[src/rtl/dscp_pkg.sv]
// package of constants and types for the serial control pin front end
package dscp_pkg;
  // ---------------------------------------------------------------------
  // channels and data
  // ---------------------------------------------------------------------
  localparam int NUM_CH = 4;
  localparam int DATA_W = 12;
  localparam int FRAME_W = 16;
  localparam int ADDR_POS = 12;
  localparam int ADDR_W = 2;
  // ---------------------------------------------------------------------
  // timing
  // ---------------------------------------------------------------------
  localparam int SYS_CLK_MHZ = 200;
  localparam int SCLK_MAX_MHZ = 30;
  localparam int ALERT_TIMEOUT_US = 100;
  localparam int ALERT_CYCLES = ALERT_TIMEOUT_US * SYS_CLK_MHZ;
  // ---------------------------------------------------------------------
  // apb register byte offsets
  // ---------------------------------------------------------------------
  localparam logic [7:0] OFS_CTRL = 8'h00;
  localparam logic [7:0] OFS_STATUS = 8'h04;
  localparam logic [7:0] OFS_IRQ_STAT = 8'h08;
  localparam logic [7:0] OFS_IRQ_MASK = 8'h0c;
  localparam logic [7:0] OFS_FAULT_IN = 8'h10;
  localparam logic [7:0] OFS_CH_BASE = 8'h20;
  localparam logic [7:0] OFS_RDBK = 8'h30;
  // ctrl fields: clear enables [3:0], clear code select [4]
  localparam int CTRL_CLREN_POS = 0;
  localparam int CTRL_CLRCODE_POS = 4;
  localparam logic [4:0] CTRL_RESET = 5'h00;
  // irq bit positions
  localparam int IRQ_FRAME = 0;
  localparam int IRQ_CLEAR = 1;
  localparam int IRQ_ALERT = 2;
  localparam int IRQ_FAULT = 3;
  localparam int IRQ_W = 4;
  // fault inputs: open circuit, short, packet_check, temperature
  localparam int FAULT_W = 4;
  // output states
  typedef enum logic [1:0] {
    DSCP_OUT_TRI = 2'b00,
    DSCP_OUT_PULLDN = 2'b01,
    DSCP_OUT_ACTIVE = 2'b10
  } dscp_out_state_t;
endpackage

[src/rtl/dscp_sync_if.sv]
// interface carrying synchronised pin levels between modules
`timescale 1ns/10ps
interface dscp_sync_if;
  logic sclk;
  logic frame_n;
  logic din;
  logic load_n;
  logic clear;
  modport src (output sclk, frame_n, din, load_n, clear);
  modport dst (input sclk, frame_n, din, load_n, clear);
endinterface

[src/rtl/dscp_pin_sync.sv]
// two-stage synchronisers for the serial, load strobe and clear pins
`timescale 1ns/10ps
module dscp_pin_sync (
  // clock and reset
  input wire logic clk,
  input wire logic srst,
  // raw pins
  input wire logic sclk_pin,
  input wire logic frame_n_pin,
  input wire logic din_pin,
  input wire logic load_n_pin,
  input wire logic clear_pin,
  // synchronised levels
  dscp_sync_if.src sy
);
  logic [4:0] meta_reg; // first stage, read only by second
  logic [4:0] stab_reg; // second stage
  // ---------------------------------------------------------------------
  // double flop; idle levels at reset so no false edges appear
  // ---------------------------------------------------------------------
  always_ff @(posedge clk) begin
    if (srst) begin
      meta_reg <= 5'h0b;
      stab_reg <= 5'h0b;
    end else begin
      meta_reg <= {clear_pin, load_n_pin, din_pin, frame_n_pin, sclk_pin};
      stab_reg <= meta_reg;
    end
  end
  assign sy.sclk = stab_reg[0];
  assign sy.frame_n = stab_reg[1];
  assign sy.din = stab_reg[2];
  assign sy.load_n = stab_reg[3];
  assign sy.clear = stab_reg[4];
endmodule

[src/rtl/dscp_top.sv]
// serial control front end: serial port, load, clear, alert, fault, power-up state
//
// What this block does
// - accept serial bits only while frame low
// - sample serial input on sclk falling edge
// - serial clock up to 30 MHz supported
// - readback shifts apb-written readback register out on serial_out
// - load low: update output at frame rise
// - load high: input register, output on load fall
// - clear rising edge forces outputs to clear code
// - clear code lands only on clear-enabled channels
// - clear active blocks output register writes
// - alert raised after interface idle timeout
// - fault low on any detected fault condition
// - sample power-up select after every reset
// - select 0: all outputs high impedance
// - select 1: voltage pull-down, current high impedance
// - active-low hardware reset returns reset state
`timescale 1ns/10ps
module dscp_top
  import dscp_pkg::*;
#(
  parameter int ALERT_CNT = ALERT_CYCLES
) (
  // clock and reset
  input wire logic CLK_SYS,
  input wire logic SRST,
  // apb slave
  input wire logic PSEL,
  input wire logic PENABLE,
  input wire logic PWRITE,
  input wire logic [7:0] PADDR,
  input wire logic [31:0] PWDATA,
  output logic [31:0] PRDATA,
  output logic PREADY,
  output logic PSLVERR,
  // serial port pins
  input wire logic SCLK,
  input wire logic FRAME_N,
  input wire logic SERIAL_IN,
  output logic SERIAL_OUT,
  // control pins
  input wire logic OUTPUT_LOAD_STROBE_N,
  input wire logic CLEAR,
  input wire logic POWER_UP_STATE_SELECT,
  input wire logic RESET_N,
  input wire logic [FAULT_W-1:0] FAULT_SRC,
  // status pins
  output logic ALERT,
  output logic FAULT_N_O,
  output logic FAULT_N_OE,
  output logic IRQ,
  // channel outputs
  output logic [NUM_CH*DATA_W-1:0] CH_CODE,
  output logic [NUM_CH*2-1:0] CH_VSTATE,
  output logic [NUM_CH*2-1:0] CH_ISTATE
);
  // ---------------------------------------------------------------------
  // synchronisation of pins
  // ---------------------------------------------------------------------
  dscp_sync_if sy ();
  logic rstn_m_reg; // reset pin first stage
  logic rstn_s_reg; // reset pin second stage
  logic [FAULT_W-1:0] flt_m_reg; // fault inputs first stage
  logic [FAULT_W-1:0] flt_s_reg; // fault inputs second stage
  logic pup_m_reg; // select pin first stage
  logic pup_s_reg; // select pin second stage
  dscp_pin_sync dscp_pin_sync_i (
    .clk(CLK_SYS),
    .srst(SRST),
    .sclk_pin(SCLK),
    .frame_n_pin(FRAME_N),
    .din_pin(SERIAL_IN),
    .load_n_pin(OUTPUT_LOAD_STROBE_N),
    .clear_pin(CLEAR),
    .sy(sy)
  );
  always_ff @(posedge CLK_SYS) begin
    if (SRST) begin
      rstn_m_reg <= 1'b0;
      rstn_s_reg <= 1'b0;
      flt_m_reg <= '0;
      flt_s_reg <= '0;
      pup_m_reg <= 1'b0;
      pup_s_reg <= 1'b0;
    end else begin
      rstn_m_reg <= RESET_N;
      rstn_s_reg <= rstn_m_reg;
      flt_m_reg <= FAULT_SRC;
      flt_s_reg <= flt_m_reg;
      pup_m_reg <= POWER_UP_STATE_SELECT;
      pup_s_reg <= pup_m_reg;
    end
  end
  // device reset: system reset or hardware pin low
  logic dev_rst;
  assign dev_rst = SRST | ~rstn_s_reg;
  // ---------------------------------------------------------------------
  // edge detection on synchronised levels
  // ---------------------------------------------------------------------
  logic sclk_d_reg, frame_d_reg, load_d_reg, clear_d_reg;
  always_ff @(posedge CLK_SYS) begin
    if (dev_rst) begin
      sclk_d_reg <= 1'b1;
      frame_d_reg <= 1'b1;
      load_d_reg <= 1'b1;
      clear_d_reg <= 1'b0;
    end else begin
      sclk_d_reg <= sy.sclk;
      frame_d_reg <= sy.frame_n;
      load_d_reg <= sy.load_n;
      clear_d_reg <= sy.clear;
    end
  end
  logic sclk_fall, sclk_rise, frame_rise, load_fall, clear_rise;
  // 200 MHz sampling leaves over 3 samples per half period at 30 MHz
  assign sclk_fall = sclk_d_reg & ~sy.sclk;
  assign sclk_rise = ~sclk_d_reg & sy.sclk;
  assign frame_rise = ~frame_d_reg & sy.frame_n;
  assign load_fall = load_d_reg & ~sy.load_n;
  assign clear_rise = ~clear_d_reg & sy.clear;
  // ---------------------------------------------------------------------
  // serial shift register
  // ---------------------------------------------------------------------
  logic [FRAME_W-1:0] shift_reg; // incoming frame
  logic [4:0] bitcnt_reg; // bits taken in this frame
  always_ff @(posedge CLK_SYS) begin
    if (dev_rst) begin
      shift_reg <= '0;
      bitcnt_reg <= 5'h00;
    end else if (sy.frame_n) begin
      bitcnt_reg <= 5'h00; // idle between frames
    end else if (sclk_fall) begin
      // bits are only taken while the frame is low
      shift_reg <= {shift_reg[FRAME_W-2:0], sy.din};
      if (bitcnt_reg != 5'h11) begin // saturate past 16 so long frames fail too
        bitcnt_reg <= bitcnt_reg + 5'h01;
      end
    end
  end
  logic frame_ok;
  // short or long frames are discarded at the frame end
  assign frame_ok = frame_rise && (bitcnt_reg == 5'h10);
  logic [ADDR_W-1:0] wr_ch;
  assign wr_ch = shift_reg[ADDR_POS+ADDR_W-1:ADDR_POS];
  // ---------------------------------------------------------------------
  // readback: shifts out on rising edge so host samples at falling
  // ---------------------------------------------------------------------
  logic [FRAME_W-1:0] rdbk_reg; // word queued for readback
  logic [FRAME_W-1:0] out_sh_reg; // outgoing shifter
  logic sout_reg;
  logic frame_fall;
  assign frame_fall = frame_d_reg & ~sy.frame_n;
  always_ff @(posedge CLK_SYS) begin
    if (dev_rst) begin
      out_sh_reg <= '0;
      sout_reg <= 1'b0;
    end else if (frame_fall) begin
      out_sh_reg <= {rdbk_reg[FRAME_W-2:0], 1'b0};
      sout_reg <= rdbk_reg[FRAME_W-1];
    end else if (!sy.frame_n && sclk_rise) begin
      sout_reg <= out_sh_reg[FRAME_W-1];
      out_sh_reg <= {out_sh_reg[FRAME_W-2:0], 1'b0};
    end
  end
  // ---------------------------------------------------------------------
  // apb control registers
  // ---------------------------------------------------------------------
  logic [4:0] ctrl_reg; // clear enables and clear code select
  logic [IRQ_W-1:0] irq_stat_reg; // sticky events
  logic [IRQ_W-1:0] irq_mask_reg; // enable per event
  logic apb_wr, apb_rd;
  assign apb_wr = PSEL & PENABLE & PWRITE;
  assign apb_rd = PSEL & PENABLE & ~PWRITE;
  always_ff @(posedge CLK_SYS) begin
    if (dev_rst) begin
      ctrl_reg <= CTRL_RESET;
      irq_mask_reg <= '0;
      rdbk_reg <= '0;
    end else if (apb_wr) begin
      if (PADDR == OFS_CTRL) begin
        ctrl_reg <= PWDATA[4:0];
      end
      if (PADDR == OFS_IRQ_MASK) begin
        irq_mask_reg <= PWDATA[IRQ_W-1:0];
      end
      if (PADDR == OFS_RDBK) begin
        rdbk_reg <= PWDATA[FRAME_W-1:0];
      end
    end
  end
  // ---------------------------------------------------------------------
  // channel input and output registers
  // ---------------------------------------------------------------------
  logic [DATA_W-1:0] in_reg [NUM_CH]; // channel input registers
  logic [DATA_W-1:0] out_reg [NUM_CH]; // channel output registers
  logic [NUM_CH-1:0] pend_reg; // input loaded, awaiting load strobe
  logic [DATA_W-1:0] clr_code;
  assign clr_code = ctrl_reg[CTRL_CLRCODE_POS] ? {DATA_W{1'b1}} : '0;
  always_ff @(posedge CLK_SYS) begin
    if (dev_rst) begin
      for (int i = 0; i < NUM_CH; i++) begin
        in_reg[i] <= '0;
        out_reg[i] <= '0;
      end
      pend_reg <= '0;
    end else begin
      if (frame_ok) begin
        in_reg[wr_ch] <= shift_reg[DATA_W-1:0];
      end
      for (int i = 0; i < NUM_CH; i++) begin
        if (clear_rise && ctrl_reg[CTRL_CLREN_POS+i]) begin
          out_reg[i] <= clr_code;
          pend_reg[i] <= 1'b0;
        end else if (sy.clear) begin
          // outputs frozen while clear is high
          pend_reg[i] <= pend_reg[i];
        end else if (frame_ok && wr_ch == i[ADDR_W-1:0] && !sy.load_n) begin
          out_reg[i] <= shift_reg[DATA_W-1:0];
        end else if (load_fall && pend_reg[i]) begin
          out_reg[i] <= in_reg[i];
          pend_reg[i] <= 1'b0;
        end else if (frame_ok && wr_ch == i[ADDR_W-1:0]) begin
          pend_reg[i] <= 1'b1;
        end
      end
    end
  end
  // ---------------------------------------------------------------------
  // power-up state, caught after each reset release
  // ---------------------------------------------------------------------
  dscp_out_state_t vst_reg; // voltage output state
  logic vst_taken_reg; // select pin caught since reset
  logic any_load;
  assign any_load = frame_ok | load_fall;
  always_ff @(posedge CLK_SYS) begin
    if (dev_rst) begin
      vst_reg <= DSCP_OUT_TRI;
      vst_taken_reg <= 1'b0;
    end else if (!vst_taken_reg) begin
      vst_taken_reg <= 1'b1;
      vst_reg <= pup_s_reg ? DSCP_OUT_PULLDN : DSCP_OUT_TRI;
    end else if (any_load) begin
      vst_reg <= DSCP_OUT_ACTIVE;
    end
  end
  // current outputs stay tristate until first load either way
  logic ist_active_reg;
  always_ff @(posedge CLK_SYS) begin
    if (dev_rst) begin
      ist_active_reg <= 1'b0;
    end else if (vst_taken_reg && any_load) begin
      ist_active_reg <= 1'b1;
    end
  end
  // ---------------------------------------------------------------------
  // idle timer and alert
  // ---------------------------------------------------------------------
  logic [31:0] idle_cnt_reg;
  logic alert_reg;
  logic activity;
  assign activity = sclk_fall | sclk_rise | frame_fall | frame_rise;
  always_ff @(posedge CLK_SYS) begin
    if (dev_rst) begin
      idle_cnt_reg <= '0;
      alert_reg <= 1'b0;
    end else if (activity) begin
      idle_cnt_reg <= '0;
      alert_reg <= 1'b0;
    end else if (idle_cnt_reg == 32'(ALERT_CNT - 1)) begin
      alert_reg <= 1'b1;
    end else begin
      idle_cnt_reg <= idle_cnt_reg + 32'h1;
    end
  end
  // ---------------------------------------------------------------------
  // fault flag, interrupts and apb read
  // ---------------------------------------------------------------------
  logic fault_any;
  assign fault_any = |flt_s_reg;
  logic alert_rise_d;
  always_ff @(posedge CLK_SYS) begin
    if (dev_rst) begin
      alert_rise_d <= 1'b0;
    end else begin
      alert_rise_d <= alert_reg;
    end
  end
  logic [IRQ_W-1:0] ev;
  assign ev = {fault_any, alert_reg & ~alert_rise_d, clear_rise, frame_ok};
  always_ff @(posedge CLK_SYS) begin
    if (dev_rst) begin
      irq_stat_reg <= '0;
    end else begin
      // a new event wins over a same-cycle clear
      irq_stat_reg <= (irq_stat_reg & ~((apb_wr && PADDR == OFS_IRQ_STAT) ? PWDATA[IRQ_W-1:0] : '0)) | ev;
    end
  end
  always_ff @(posedge CLK_SYS) begin
    if (dev_rst) begin
      FAULT_N_O <= 1'b0;
      FAULT_N_OE <= 1'b0;
      IRQ <= 1'b0;
      ALERT <= 1'b0;
      SERIAL_OUT <= 1'b0;
      PRDATA <= '0;
      PREADY <= 1'b0;
      PSLVERR <= 1'b0;
      CH_CODE <= '0;
      CH_VSTATE <= '0;
      CH_ISTATE <= '0;
    end else begin
      FAULT_N_OE <= fault_any;
      IRQ <= |(irq_stat_reg & irq_mask_reg);
      ALERT <= alert_reg;
      SERIAL_OUT <= sout_reg;
      for (int i = 0; i < NUM_CH; i++) begin
        CH_CODE[i*DATA_W +: DATA_W] <= out_reg[i];
        CH_VSTATE[i*2 +: 2] <= vst_reg;
        CH_ISTATE[i*2 +: 2] <= ist_active_reg ? DSCP_OUT_ACTIVE : DSCP_OUT_TRI;
      end
      // no wait state: ready in the first access cycle, dropped after
      PREADY <= PSEL & ~PENABLE;
      PSLVERR <= 1'b0;
      PRDATA <= '0;
      if (PSEL && !PENABLE && !PWRITE) begin
        case (PADDR)
          OFS_CTRL: PRDATA <= {27'h0, ctrl_reg};
          OFS_STATUS: PRDATA <= {26'h0, ist_active_reg, vst_reg, sy.clear, alert_reg, fault_any};
          OFS_IRQ_STAT: PRDATA <= {28'h0, irq_stat_reg};
          OFS_IRQ_MASK: PRDATA <= {28'h0, irq_mask_reg};
          OFS_FAULT_IN: PRDATA <= {28'h0, flt_s_reg};
          OFS_RDBK: PRDATA <= {16'h0, rdbk_reg};
          default: begin
            if (PADDR[7:4] == OFS_CH_BASE[7:4] && PADDR[1:0] == 2'b00) begin
              PRDATA <= {20'h0, out_reg[PADDR[3:2]]};
            end else begin
              PRDATA <= '0;
            end
          end
        endcase
      end
    end
  end
  // ---------------------------------------------------------------------
  // checks
  // ---------------------------------------------------------------------
  AST_NO_SHIFT_IDLE: assert property (@(posedge CLK_SYS) disable iff (dev_rst)
    sy.frame_n |=> $stable(shift_reg)) else $error("shift moved with frame high");
  AST_SHIFT_FALL: assert property (@(posedge CLK_SYS) disable iff (dev_rst)
    (!sy.frame_n && sclk_fall) |=> shift_reg[0] == $past(sy.din)) else $error("bit not taken");
  AST_LOAD_LOW: assert property (@(posedge CLK_SYS) disable iff (dev_rst)
    (frame_ok && !sy.load_n && !sy.clear) |=> out_reg[$past(wr_ch)] == $past(shift_reg[DATA_W-1:0]))
    else $error("direct update missing");
  AST_LOAD_HIGH: assert property (@(posedge CLK_SYS) disable iff (dev_rst)
    (frame_ok && sy.load_n && !sy.clear && !load_fall) |=> pend_reg[$past(wr_ch)])
    else $error("pending not set");
  AST_CLEAR: assert property (@(posedge CLK_SYS) disable iff (dev_rst)
    (clear_rise && ctrl_reg[0]) |=> out_reg[0] == $past(clr_code)) else $error("clear failed");
  AST_CLEAR_KEEP: assert property (@(posedge CLK_SYS) disable iff (dev_rst)
    (clear_rise && !ctrl_reg[1] && !frame_ok && !load_fall) |=> $stable(out_reg[1]))
    else $error("disabled channel cleared");
  AST_CLEAR_BLOCK: assert property (@(posedge CLK_SYS) disable iff (dev_rst)
    (sy.clear && !clear_rise) |=> $stable(out_reg[2])) else $error("write during clear");
  AST_ALERT_DROP: assert property (@(posedge CLK_SYS) disable iff (dev_rst)
    activity |=> !alert_reg ##1 !ALERT) else $error("alert held over activity");
  AST_ALERT_SET: assert property (@(posedge CLK_SYS) disable iff (dev_rst)
    (idle_cnt_reg == 32'(ALERT_CNT - 1) && !activity) |=> alert_reg) else $error("alert late");
  AST_FAULT: assert property (@(posedge CLK_SYS) disable iff (dev_rst)
    fault_any |=> FAULT_N_OE && !FAULT_N_O) else $error("fault not driven");
  AST_PUP_SEL: assert property (@(posedge CLK_SYS) disable iff (dev_rst)
    (!vst_taken_reg && pup_s_reg) |=> vst_reg == DSCP_OUT_PULLDN) else $error("select ignored");
  AST_RESET_PIN: assert property (@(posedge CLK_SYS)
    (!SRST && !rstn_s_reg) |=> ctrl_reg == CTRL_RESET) else $error("pin reset ignored");
  COV_FRAME: cover property (@(posedge CLK_SYS) frame_ok);
  COV_LOAD: cover property (@(posedge CLK_SYS) load_fall && |pend_reg);
  COV_CLEAR: cover property (@(posedge CLK_SYS) clear_rise);
  COV_ALERT: cover property (@(posedge CLK_SYS) alert_reg && !alert_rise_d);
endmodule

[config.mk]
export PLATFORM = sky130hd
export DESIGN_NAME = dscp_top
export DESIGN_NICKNAME = d
export VERILOG_FILES = /design/src/rtl/dscp_pkg.sv /design/src/rtl/dscp_sync_if.sv /design/src/rtl/dscp_pin_sync.sv /design/src/rtl/dscp_top.sv
export SDC_FILE = /design/constraint.sdc
export NUM_CORES = 1
export LEC_CHECK = 0
export BUFFER_PORTS_ARGS = -buffer_cell sky130_fd_sc_hd__buf_2
export CORE_ASPECT_RATIO = 0.6
export CORE_MARGIN = 2
export CORE_UTILIZATION = 50
export DETAILED_ROUTE_END_ITERATION = 12
export PLACE_DENSITY = 0.85
export SETUP_SLACK_MARGIN = 0.15
export SYNTH_ARGS = -nofsm -noshare
export SYNTH_HDL_FRONTEND = slang
export SYNTH_HIERARCHICAL = 1
export SYNTH_SLANG_ARGS = --single-unit
[constraint.sdc]
create_clock -name CLK_SYS -period 2.1 [get_ports CLK_SYS]
set_input_delay 0.315 -clock CLK_SYS [delete_from_list [all_inputs] [get_ports CLK_SYS]]
set_output_delay 0.315 -clock CLK_SYS [all_outputs]
set_load 0.03 [all_outputs]
Word-level counts from Yosys, hierarchy flattened --
Memories as Yosys holds them, arrays and structs flattened. A register that Yosys moved wholly into a read port is not among the register bits. Cells that the tools add are included.
Cells by class: $add $sub $neg 2, eq/ne operators 13, multiplexer cells 97, bitwise gates (word level) 46, reduce and logical (&&, ||, !) cells 54
Operators by type and width (count):
- $mux 12 | 15
- $pmux 16 s6 | 1
- $mux 1 | 74
- $add 32x1->32 const B | 1
- $eq 32x15->1 const B | 1
- $mux 16 | 2
- $logic_and 1x1->1 | 23
- $or 1x1->1 | 17
- $eq 8x4->1 const B | 2
- $not 1->1 | 15
- $reduce_or 2->1 | 7
- $reduce_and 3->1 | 4
- $reduce_or 12->1 | 1
- $and 1x1->1 | 10
- $reduce_and 2->1 | 5
- $reduce_bool 2->1 | 5
- $and 4x4->4 | 2
- $eq 8x3->1 const B | 1
- $eq 8x5->1 const B | 1
- $eq 8x6->1 const B | 1
- $logic_not 8->1 | 1
- $mux 2 | 4
- $reduce_or 4->1 | 2
- $add 5x1->5 const B | 1
- 11 further kinds | 16
Word-level totals: register bits after elaboration 184, memory bits (writable) 96, bits of input ports 56, output and inout bits 103, memories kept 2
Memory list:
- in_reg | depth 4, bits a word 12, rd ports 4, clocked after memory_dff 0, write ports 4, line dscp_top.sv:195 | logic [DATA_W-1:0] in_reg [NUM_CH];
- out_reg | depth 4, bits a word 12, rd ports 5, clocked after memory_dff 4, write ports 4, line dscp_top.sv:196 | logic [DATA_W-1:0] out_reg [NUM_CH];

Depth between registers and ports, before layout --
Gate-level depths: netlist of run 1.
depth after elaboration 12, gate-level depth with buffers 9

Hierarchy --
The synthesis of run 1 kept the hierarchy.
By module, submodules not included:
- dscp_top | times used 1, cells an instance 1138, area each 12109.1 um2, seq. area each 6746.5 um2
- dscp_pin_sync | times used 1, cells an instance 20, area each 262.8 um2, seq. area each 200.2 um2

Worst setup path after synthesis of run 1 --
Ideal clock, no wire load.
kind register to register, start point register dscp_pin_sync_i.stab_reg[3], end point memory out_reg[0][0] (enable), data arrival time 1961 ps, required time 1750 ps, path slack -211 ps, stages on the path, launching flop included 7, clock period less this slack 2311 ps, cell sequence dfxtp_1 > or4b_1 > buf_2 > nor4_1 > buf_2 > a31oi_1 > nand2_1
RTL lines:
- start, declared | line dscp_pin_sync.sv:17 | logic [4:0] stab_reg;
- start signal, assigned | line dscp_pin_sync.sv:27 | stab_reg <= meta_reg;
- end, declared | line dscp_top.sv:196

==> impl_metrics.toml, run 1 <==
[outcome]
status = "finished, violations left"
violations = "setup timing"

[synthesis]
synth_top_family_by_area = "simple AND/OR/NAND/NOR gates"
synth-edff-count = 96
async_reset_ff_frac = 0
ys_warn_count = 6
synth_ff_type = "dfxtp_1"
yosys.area.top_type = "dfxtp_1"
synth_mux_area_frac = 0.0518
yosys.cell_types.count = 59
synth_seq_area_share = 0.561
avgSynthCellArea_um2 = 10.7
netlist_instances = 1158
ys_ff_latch = 299
syn_area_um2 = 12400
synth.area.top_cells = "dfxtp_1 33%, edfxtp_1 23%, and2_1 5.2%, nand2_1 2.8%, mux4_2 2.5%"
synth_common_cells = "203 x dfxtp_1, 102 x and2_1, 96 x edfxtp_1"
synth_top_area_frac = 0.328
synth_compound_area_frac = 0.103
yosysMostFrequentCell = "dfxtp_1"
yosys.area_share.xor_xnor = 0.0170
synthAdderAreaFrac = 0.00607
synth-simple-area-share = 0.205

[global_route]
antenna_found_initial = 2
grt_max_degree = 36
grt-ovfl-total = 0
grtUsageTotal = 0.245
grt_pass1_vias = 9099
grt_pass1_wl_um = 50700

[drt]
drt_first_pass_iters = 6
post_drt_wl_per_cell_um = 21.2
wl_um = 35100
first_iter_violations = 1248
ant_nets = 0
drc_errors = 0
avgViaCountPerCell = 5.97
vias = 9877

[clock_tree]
cts_tree = "built"
clkSinkCount = 299
clock_latency_ns = 0.55
cts-root-buf = "clkbuf_16"
path_clk_slew_ns = 0.06
cts_max_level = 1
clockBufferDepth = 3
cts_buffers = 27

[place]
place.gp.congestion = 0.900
detailed_place_hpwl_um = 22600
io_buffer_count = 120
dp_cells = 1579
place_ws_ns = -0.246

[power]
power_frac_comb = 0.032
ir_drop_mv = 0.570
p_leak_nw = 6.50
power_frac_seq = 0.531
p_int_mw = 8.97
p_sw_mw = 2.42
power_density_nw_per_um2 = 755
p_sw_frac = 0.213
p_clk_frac = 0.436

[sta]
slew_viol_final = 0
fmax_mhz = 474
worstMarginPinSlew_ns = 0.698
timing.final.ws_setup_ns = -0.00948
slew_headroom = 0.534
fin_crit_ns = 2.11
setup_viol = 2
final-hold-violation-count = 0
layout_worst_path_cycle_share = 1.00
skew_ns = 0.0231
rsz0062_at_grt = "yes"

[final_layout]
finalNetCount = 1374
area_growth_pct = 22.0
final_util = 0.623
drive_gt1_frac = 0.280
final_cells = 1655

[hold_path]
hold_path_depth = 2
worstHoldPathType = "primary input to flip-flop"

[floorplanning]
num_rows = 44
core_area_um2 = 24200
dieWidth_um = 207
dieArea_um2 = 26100
die_h_um = 126
num_io_pins = 159
start_util = 0.511

[worst_setup_path]
cp_max_fo = 6
end_kind = "flip-flop"
crit_arrival_ns = 2.40
path_class = "flip-flop to flip-flop"
reg2reg_depth = 7
cp-start-kind = "flip-flop"
required_ns = 2.39

[job]
cap_violations = 0
[cells in the final DEF (no fill, tap or decap), types with 12 or more instances in the layout]
cell and n:
dfxtp_1 192, buf_2 120, and2_1 102, edfxtp_1 96, nand2_1 78, nor2_1 78
buf_4 71, a21oi_1 57, nand3_1 34, clkbuf_16 29, mux2i_1 28, o211a_1 25
a221o_1 24, inv_1 22, conb_1 22, nor2b_1 20, o21ai_0 20, nor3b_1 16
nand4_1 15, o221a_2 15, nand2_2 14, mux4_2 14, nand2b_1 13, a22oi_1 13
nand3_2 12, xnor2_1 12, xor2_1 12
[layout make-up]
cell class	instances	area, µm²
timing repair buffer	218	1560
fill	1704	9130
multi-input combinational	741	5190
clock buffer	40	788
clock inverter	8	93.8
inverter	25	93.8
antenna	2	5.00
sequential	299	6960
tap	322	403
[metrics by stage]
| step | TNS (ns) | cell area (µm²) | power [mW] | hold WS (ns) |
|---|---|---|---|---|
| 6_report | -0.0172 | 15100 | 11.4 | 0.00681 |
| 5_1_grt | -0.393 | 15100 | 11.7 | 0.0121 |
| 4_1_cts | 0 | 14700 | 11.4 | 0.00170 |
| 3_5_place_dp | -2.76 | 13600 | 6.52 | 0.397 |
| 3_3_place_gp | -2.21 | 13600 | 6.51 | 0.393 |
| 2_1_floorplan | -1.95 | 12600 | 6.39 | 0.383 |
[critical path: stages (launching register included)]
cell,delay [ns]
dfxtp_2,0.33
inv_2,0.08
ha_4,0.13
nand3b_1,0.16
or4_4,0.62
nand2_8,0.13
nor2_4,0.07
a221o_1,0.33
[metal layers]
metal	vias to the layer above	wire [µm]	global-route usage
met5	-	0	0
met2	671	15200	0.367
met1	4761	14100	0.340
li1	4346	-	-
met4	0	901	0.0626
met3	99	4950	0.0843
[cells by family (layout without fill, tap and decap cells)]
group,Yosys count,after routing
AND/OR/NAND/NOR,470,472
flip-flops,299,299
AO/OA/AOI/OAI,171,171
buffers and inverters,141,291
multiplexers,46,46
XOR/XNOR,24,24
adder cells (fa/ha/maj),6,6
other,1,24
[repair_timing]
action                                 CTS  global route
endpoints found under the hold margin    4             0
hold buffers                             4             0
resized for setup                       17            63
gates cloned                             2             5
pin swaps                               12            17
setup endpoints to repair               86           154
buffers inserted                         8             7
[path summary, 6_finish.rpt]
| kind | slack [ns] | from | to |
|---|---|---|---|
| worst max-delay path | -0.009 | bitcnt_reg[0]$_SDFFE_PP0P_ | out_reg[0][8]$_SDFFCE_PN0P_ |
| worst min-delay path | 0.007 | CLEAR | dscp_pin_sync_i/meta_reg[4]$_SDFF_PP0_ |
| worst max register to register | -0.009 | bitcnt_reg[0]$_SDFFE_PP0P_ | out_reg[0][8]$_SDFFCE_PN0P_ |
| worst min register to register | 0.41 | dscp_pin_sync_i/meta_reg[3]$_SDFF_PP1_ | dscp_pin_sync_i/stab_reg[3]$_SDFF_PP1_ |
[power groups by stage]
stage | Clock (mW) | Sequential [mW] | Combinational (mW)
2_1_floorplan | 0 | 6.16 | 0.226
3_3_place_gp | 0 | 6.18 | 0.331
3_5_place_dp | 0 | 6.18 | 0.338
4_1_cts | 4.97 | 6.05 | 0.348
5_1_grt | 5.23 | 6.06 | 0.391
6_report | 4.97 | 6.06 | 0.370
Power figures use the tool's default switching activity.
==> inputs of run 2 (changes only) <==
--- a/config.mk
+++ b/config.mk
@@ -10,7 +10,7 @@
 export CORE_MARGIN = 2
 export CORE_UTILIZATION = 50
 export DETAILED_ROUTE_END_ITERATION = 12
-export PLACE_DENSITY = 0.85
+export PLACE_DENSITY = 0.83
 export SETUP_SLACK_MARGIN = 0.15
 export SYNTH_ARGS = -nofsm -noshare
 export SYNTH_HDL_FRONTEND = slang
==> constraint.sdc (replaced) <==
create_clock -name CLK_SYS -period 2.31 [get_ports CLK_SYS]
set_input_delay 0.3465 -clock CLK_SYS [delete_from_list [all_inputs] [get_ports CLK_SYS]]
set_output_delay 0.3465 -clock CLK_SYS [all_outputs]
set_load 0.03 [all_outputs]
==> run 2 against run 1 <==
The run now ends clean. Combinational power decreased by 15%. Utilization decreased by 2.5 points. Critical path depth decreased by 1. Sequential cell count unchanged. Highest routed layer unchanged. Sequential power decreased by 9.2%. Critical path type unchanged. Final cell count decreased by 2.0%. Global-route usage decreased by 0.38 points. Largest power group unchanged. Register-to-register slack improved by 0.18 ns. First-iteration DRC count increased by 2.1%. Sequential share of layout area increased by 1.8 points. Critical endpoint is now out_reg[1][9]$_SDFFCE_PN0P_. Via count decreased by 4.7%.
==> impl_metrics.toml, run 2 (same netlist as run 1, synthesis figures left out) <==
[drt]
ant_nets = 0
first_iter_violations = 1274
wl_um = 32700
vias = 9410
drc_errors = 0
post_drt_wl_per_cell_um = 20.2
avgViaCountPerCell = 5.80
drt_first_pass_iters = 5

[clock_tree]
cts_buffers = 27
clock_latency_ns = 0.55
cts_tree = "built"
cts-root-buf = "clkbuf_16"
cts_max_level = 1
path_clk_slew_ns = 0.06
clockBufferDepth = 3
clkSinkCount = 299

[global_route]
grt-ovfl-total = 0
antenna_found_initial = 1
grt_pass1_vias = 8793
grt_max_degree = 45
grt_pass1_wl_um = 49600
grtUsageTotal = 0.241

[sta]
final-hold-violation-count = 0
slew_headroom = 0.416
setup_viol = 0
worstMarginPinSlew_ns = 0.871
layout_worst_path_cycle_share = 0.926
fin_crit_ns = 2.14
rsz0062_at_grt = "yes"
slew_viol_final = 0
skew_ns = 0.0207
fmax_mhz = 467

[worst_setup_path]
crit_chain = "or3b_4, or3_4, o21ai_4, buf_4, nand3_1, o211a_1"
cp_slowest_cell = "or3_4"
crit_arrival_ns = 2.42
max_stage_delay_ns = 0.45
rr_startpoint = "bitcnt_reg[2]$_SDFFE_PP0P_"
r2r_slack_ns = 0.17
end_kind = "flip-flop"
required_ns = 2.59
crit_start = "bitcnt_reg[2]$_SDFFE_PP0P_"
path_class = "flip-flop to flip-flop"
cp_max_fo = 6
cp-start-kind = "flip-flop"

[power]
ir_drop_mv = 0.476
p_leak_nw = 6.13
power_density_nw_per_um2 = 716

[floorplanning]
start_util = 0.511
dieArea_um2 = 26100
num_rows = 44
core_area_um2 = 24200
num_io_pins = 159
dieWidth_um = 207
die_h_um = 126

[final_layout]
final_cell_mix = "201 x dfxtp_1, 121 x buf_2, 102 x and2_1"
finalNetCount = 1340
final_cells = 1622
final_util = 0.598
layout_commonest_cell = "dfxtp_1"
drive_gt1_frac = 0.226
area_growth_pct = 17.2

[place]
io_buffer_count = 120
place.gp.congestion = 0.892
detailed_place_hpwl_um = 22200
dp_cells = 1565

[hold_path]
hp-start = "SCLK"
worstHoldPathType = "primary input to flip-flop"

[outcome]
status = "finished clean"

[job]
cap_violations = 0
run 2: cell count changes in the layout (fill, tap and decap cells not counted), sizes merged:
cell         delta
nand2           -1
nor2            -1
clkbuf          -3
diode           -1
clkinv          +2
dlygate4sd3     -2
bufinv          +1
buf            -28
run 2: worst max-delay path: cells and delay by family (launching register included):
| kind | cells | cell delay [ns] |
|---|---|---|
| and+or+nand+nor | 3 | 0.99 |
| AOI/OAI and AO/OA | 2 | 0.35 |
| buffers and inverters | 1 | 0.20 |
| DFF | 1 | 0.35 |
run 2: what timing repair did:
action | 4_1_cts | 5_1_grt
hold endpoints to repair | 2 | 0
endpoints found under the setup margin | 55 | 69
hold buffers | 2 | 0
gates cloned | 0 | 2
resized for setup | 5 | 24
setup buffers | 0 | 2
pin swaps | 0 | 7
run 2: final cells by class:
| cell class | instances | area (µm²) |
|---|---|---|
| diodes | 1 | 2.50 |
| fillers | 1851 | 9730 |
| inverters | 25 | 93.8 |
| clock buffers | 39 | 762 |
| flip-flops and latches | 299 | 6950 |
| multi-input cells | 739 | 4980 |
| well taps | 322 | 403 |
| clock inverters | 11 | 136 |
| repair buffers | 186 | 1170 |
run 2: final timing paths:
path,cells after the start,endpoint
hold reg to reg,1,dscp_pin_sync_i/stab_reg[0]$_SDFF_PP1_
hold / removal,2,dscp_pin_sync_i/meta_reg[0]$_SDFF_PP1_
setup / recovery,6,out_reg[1][9]$_SDFFCE_PN0P_
setup reg to reg,6,out_reg[1][9]$_SDFFCE_PN0P_
run 2: where the power goes:
group	switching (mW)	total [mW]	internal (mW)
clock network	1.93	4.56	2.63
logic	0.208	0.314	0.106
registers	0.0379	5.50	5.46
total	2.17	10.4	8.20
run 2: layer usage:
| metal | part of all wire | track usage | up-vias |
|---|---|---|---|
| li1 | - | - | 4274 |
| met1 | 0.42 | 0.343 | 4544 |
| met2 | 0.44 | 0.369 | 532 |
| met3 | 0.11 | 0.0601 | 60 |
| met4 | 0.023 | 0.0622 | 0 |
| met5 | 0 | 0 | - |
run 2: metrics by stage:
stage                     hold WS [ns]  setup TNS, ns  total power, mW  setup slack [ns]  instance area, µm²
after floorplan                  0.383              0             5.81             0.135               12500
after global placement           0.394          -1.44             5.91            -0.125               13400
after detailed placement         0.396          -2.20             5.92            -0.195               13400
after CTS                      0.00154              0             10.4             0.164               14400
after global routing           0.00695              0             10.7             0.116               14500
final                          0.00721              0             10.4             0.171               14500
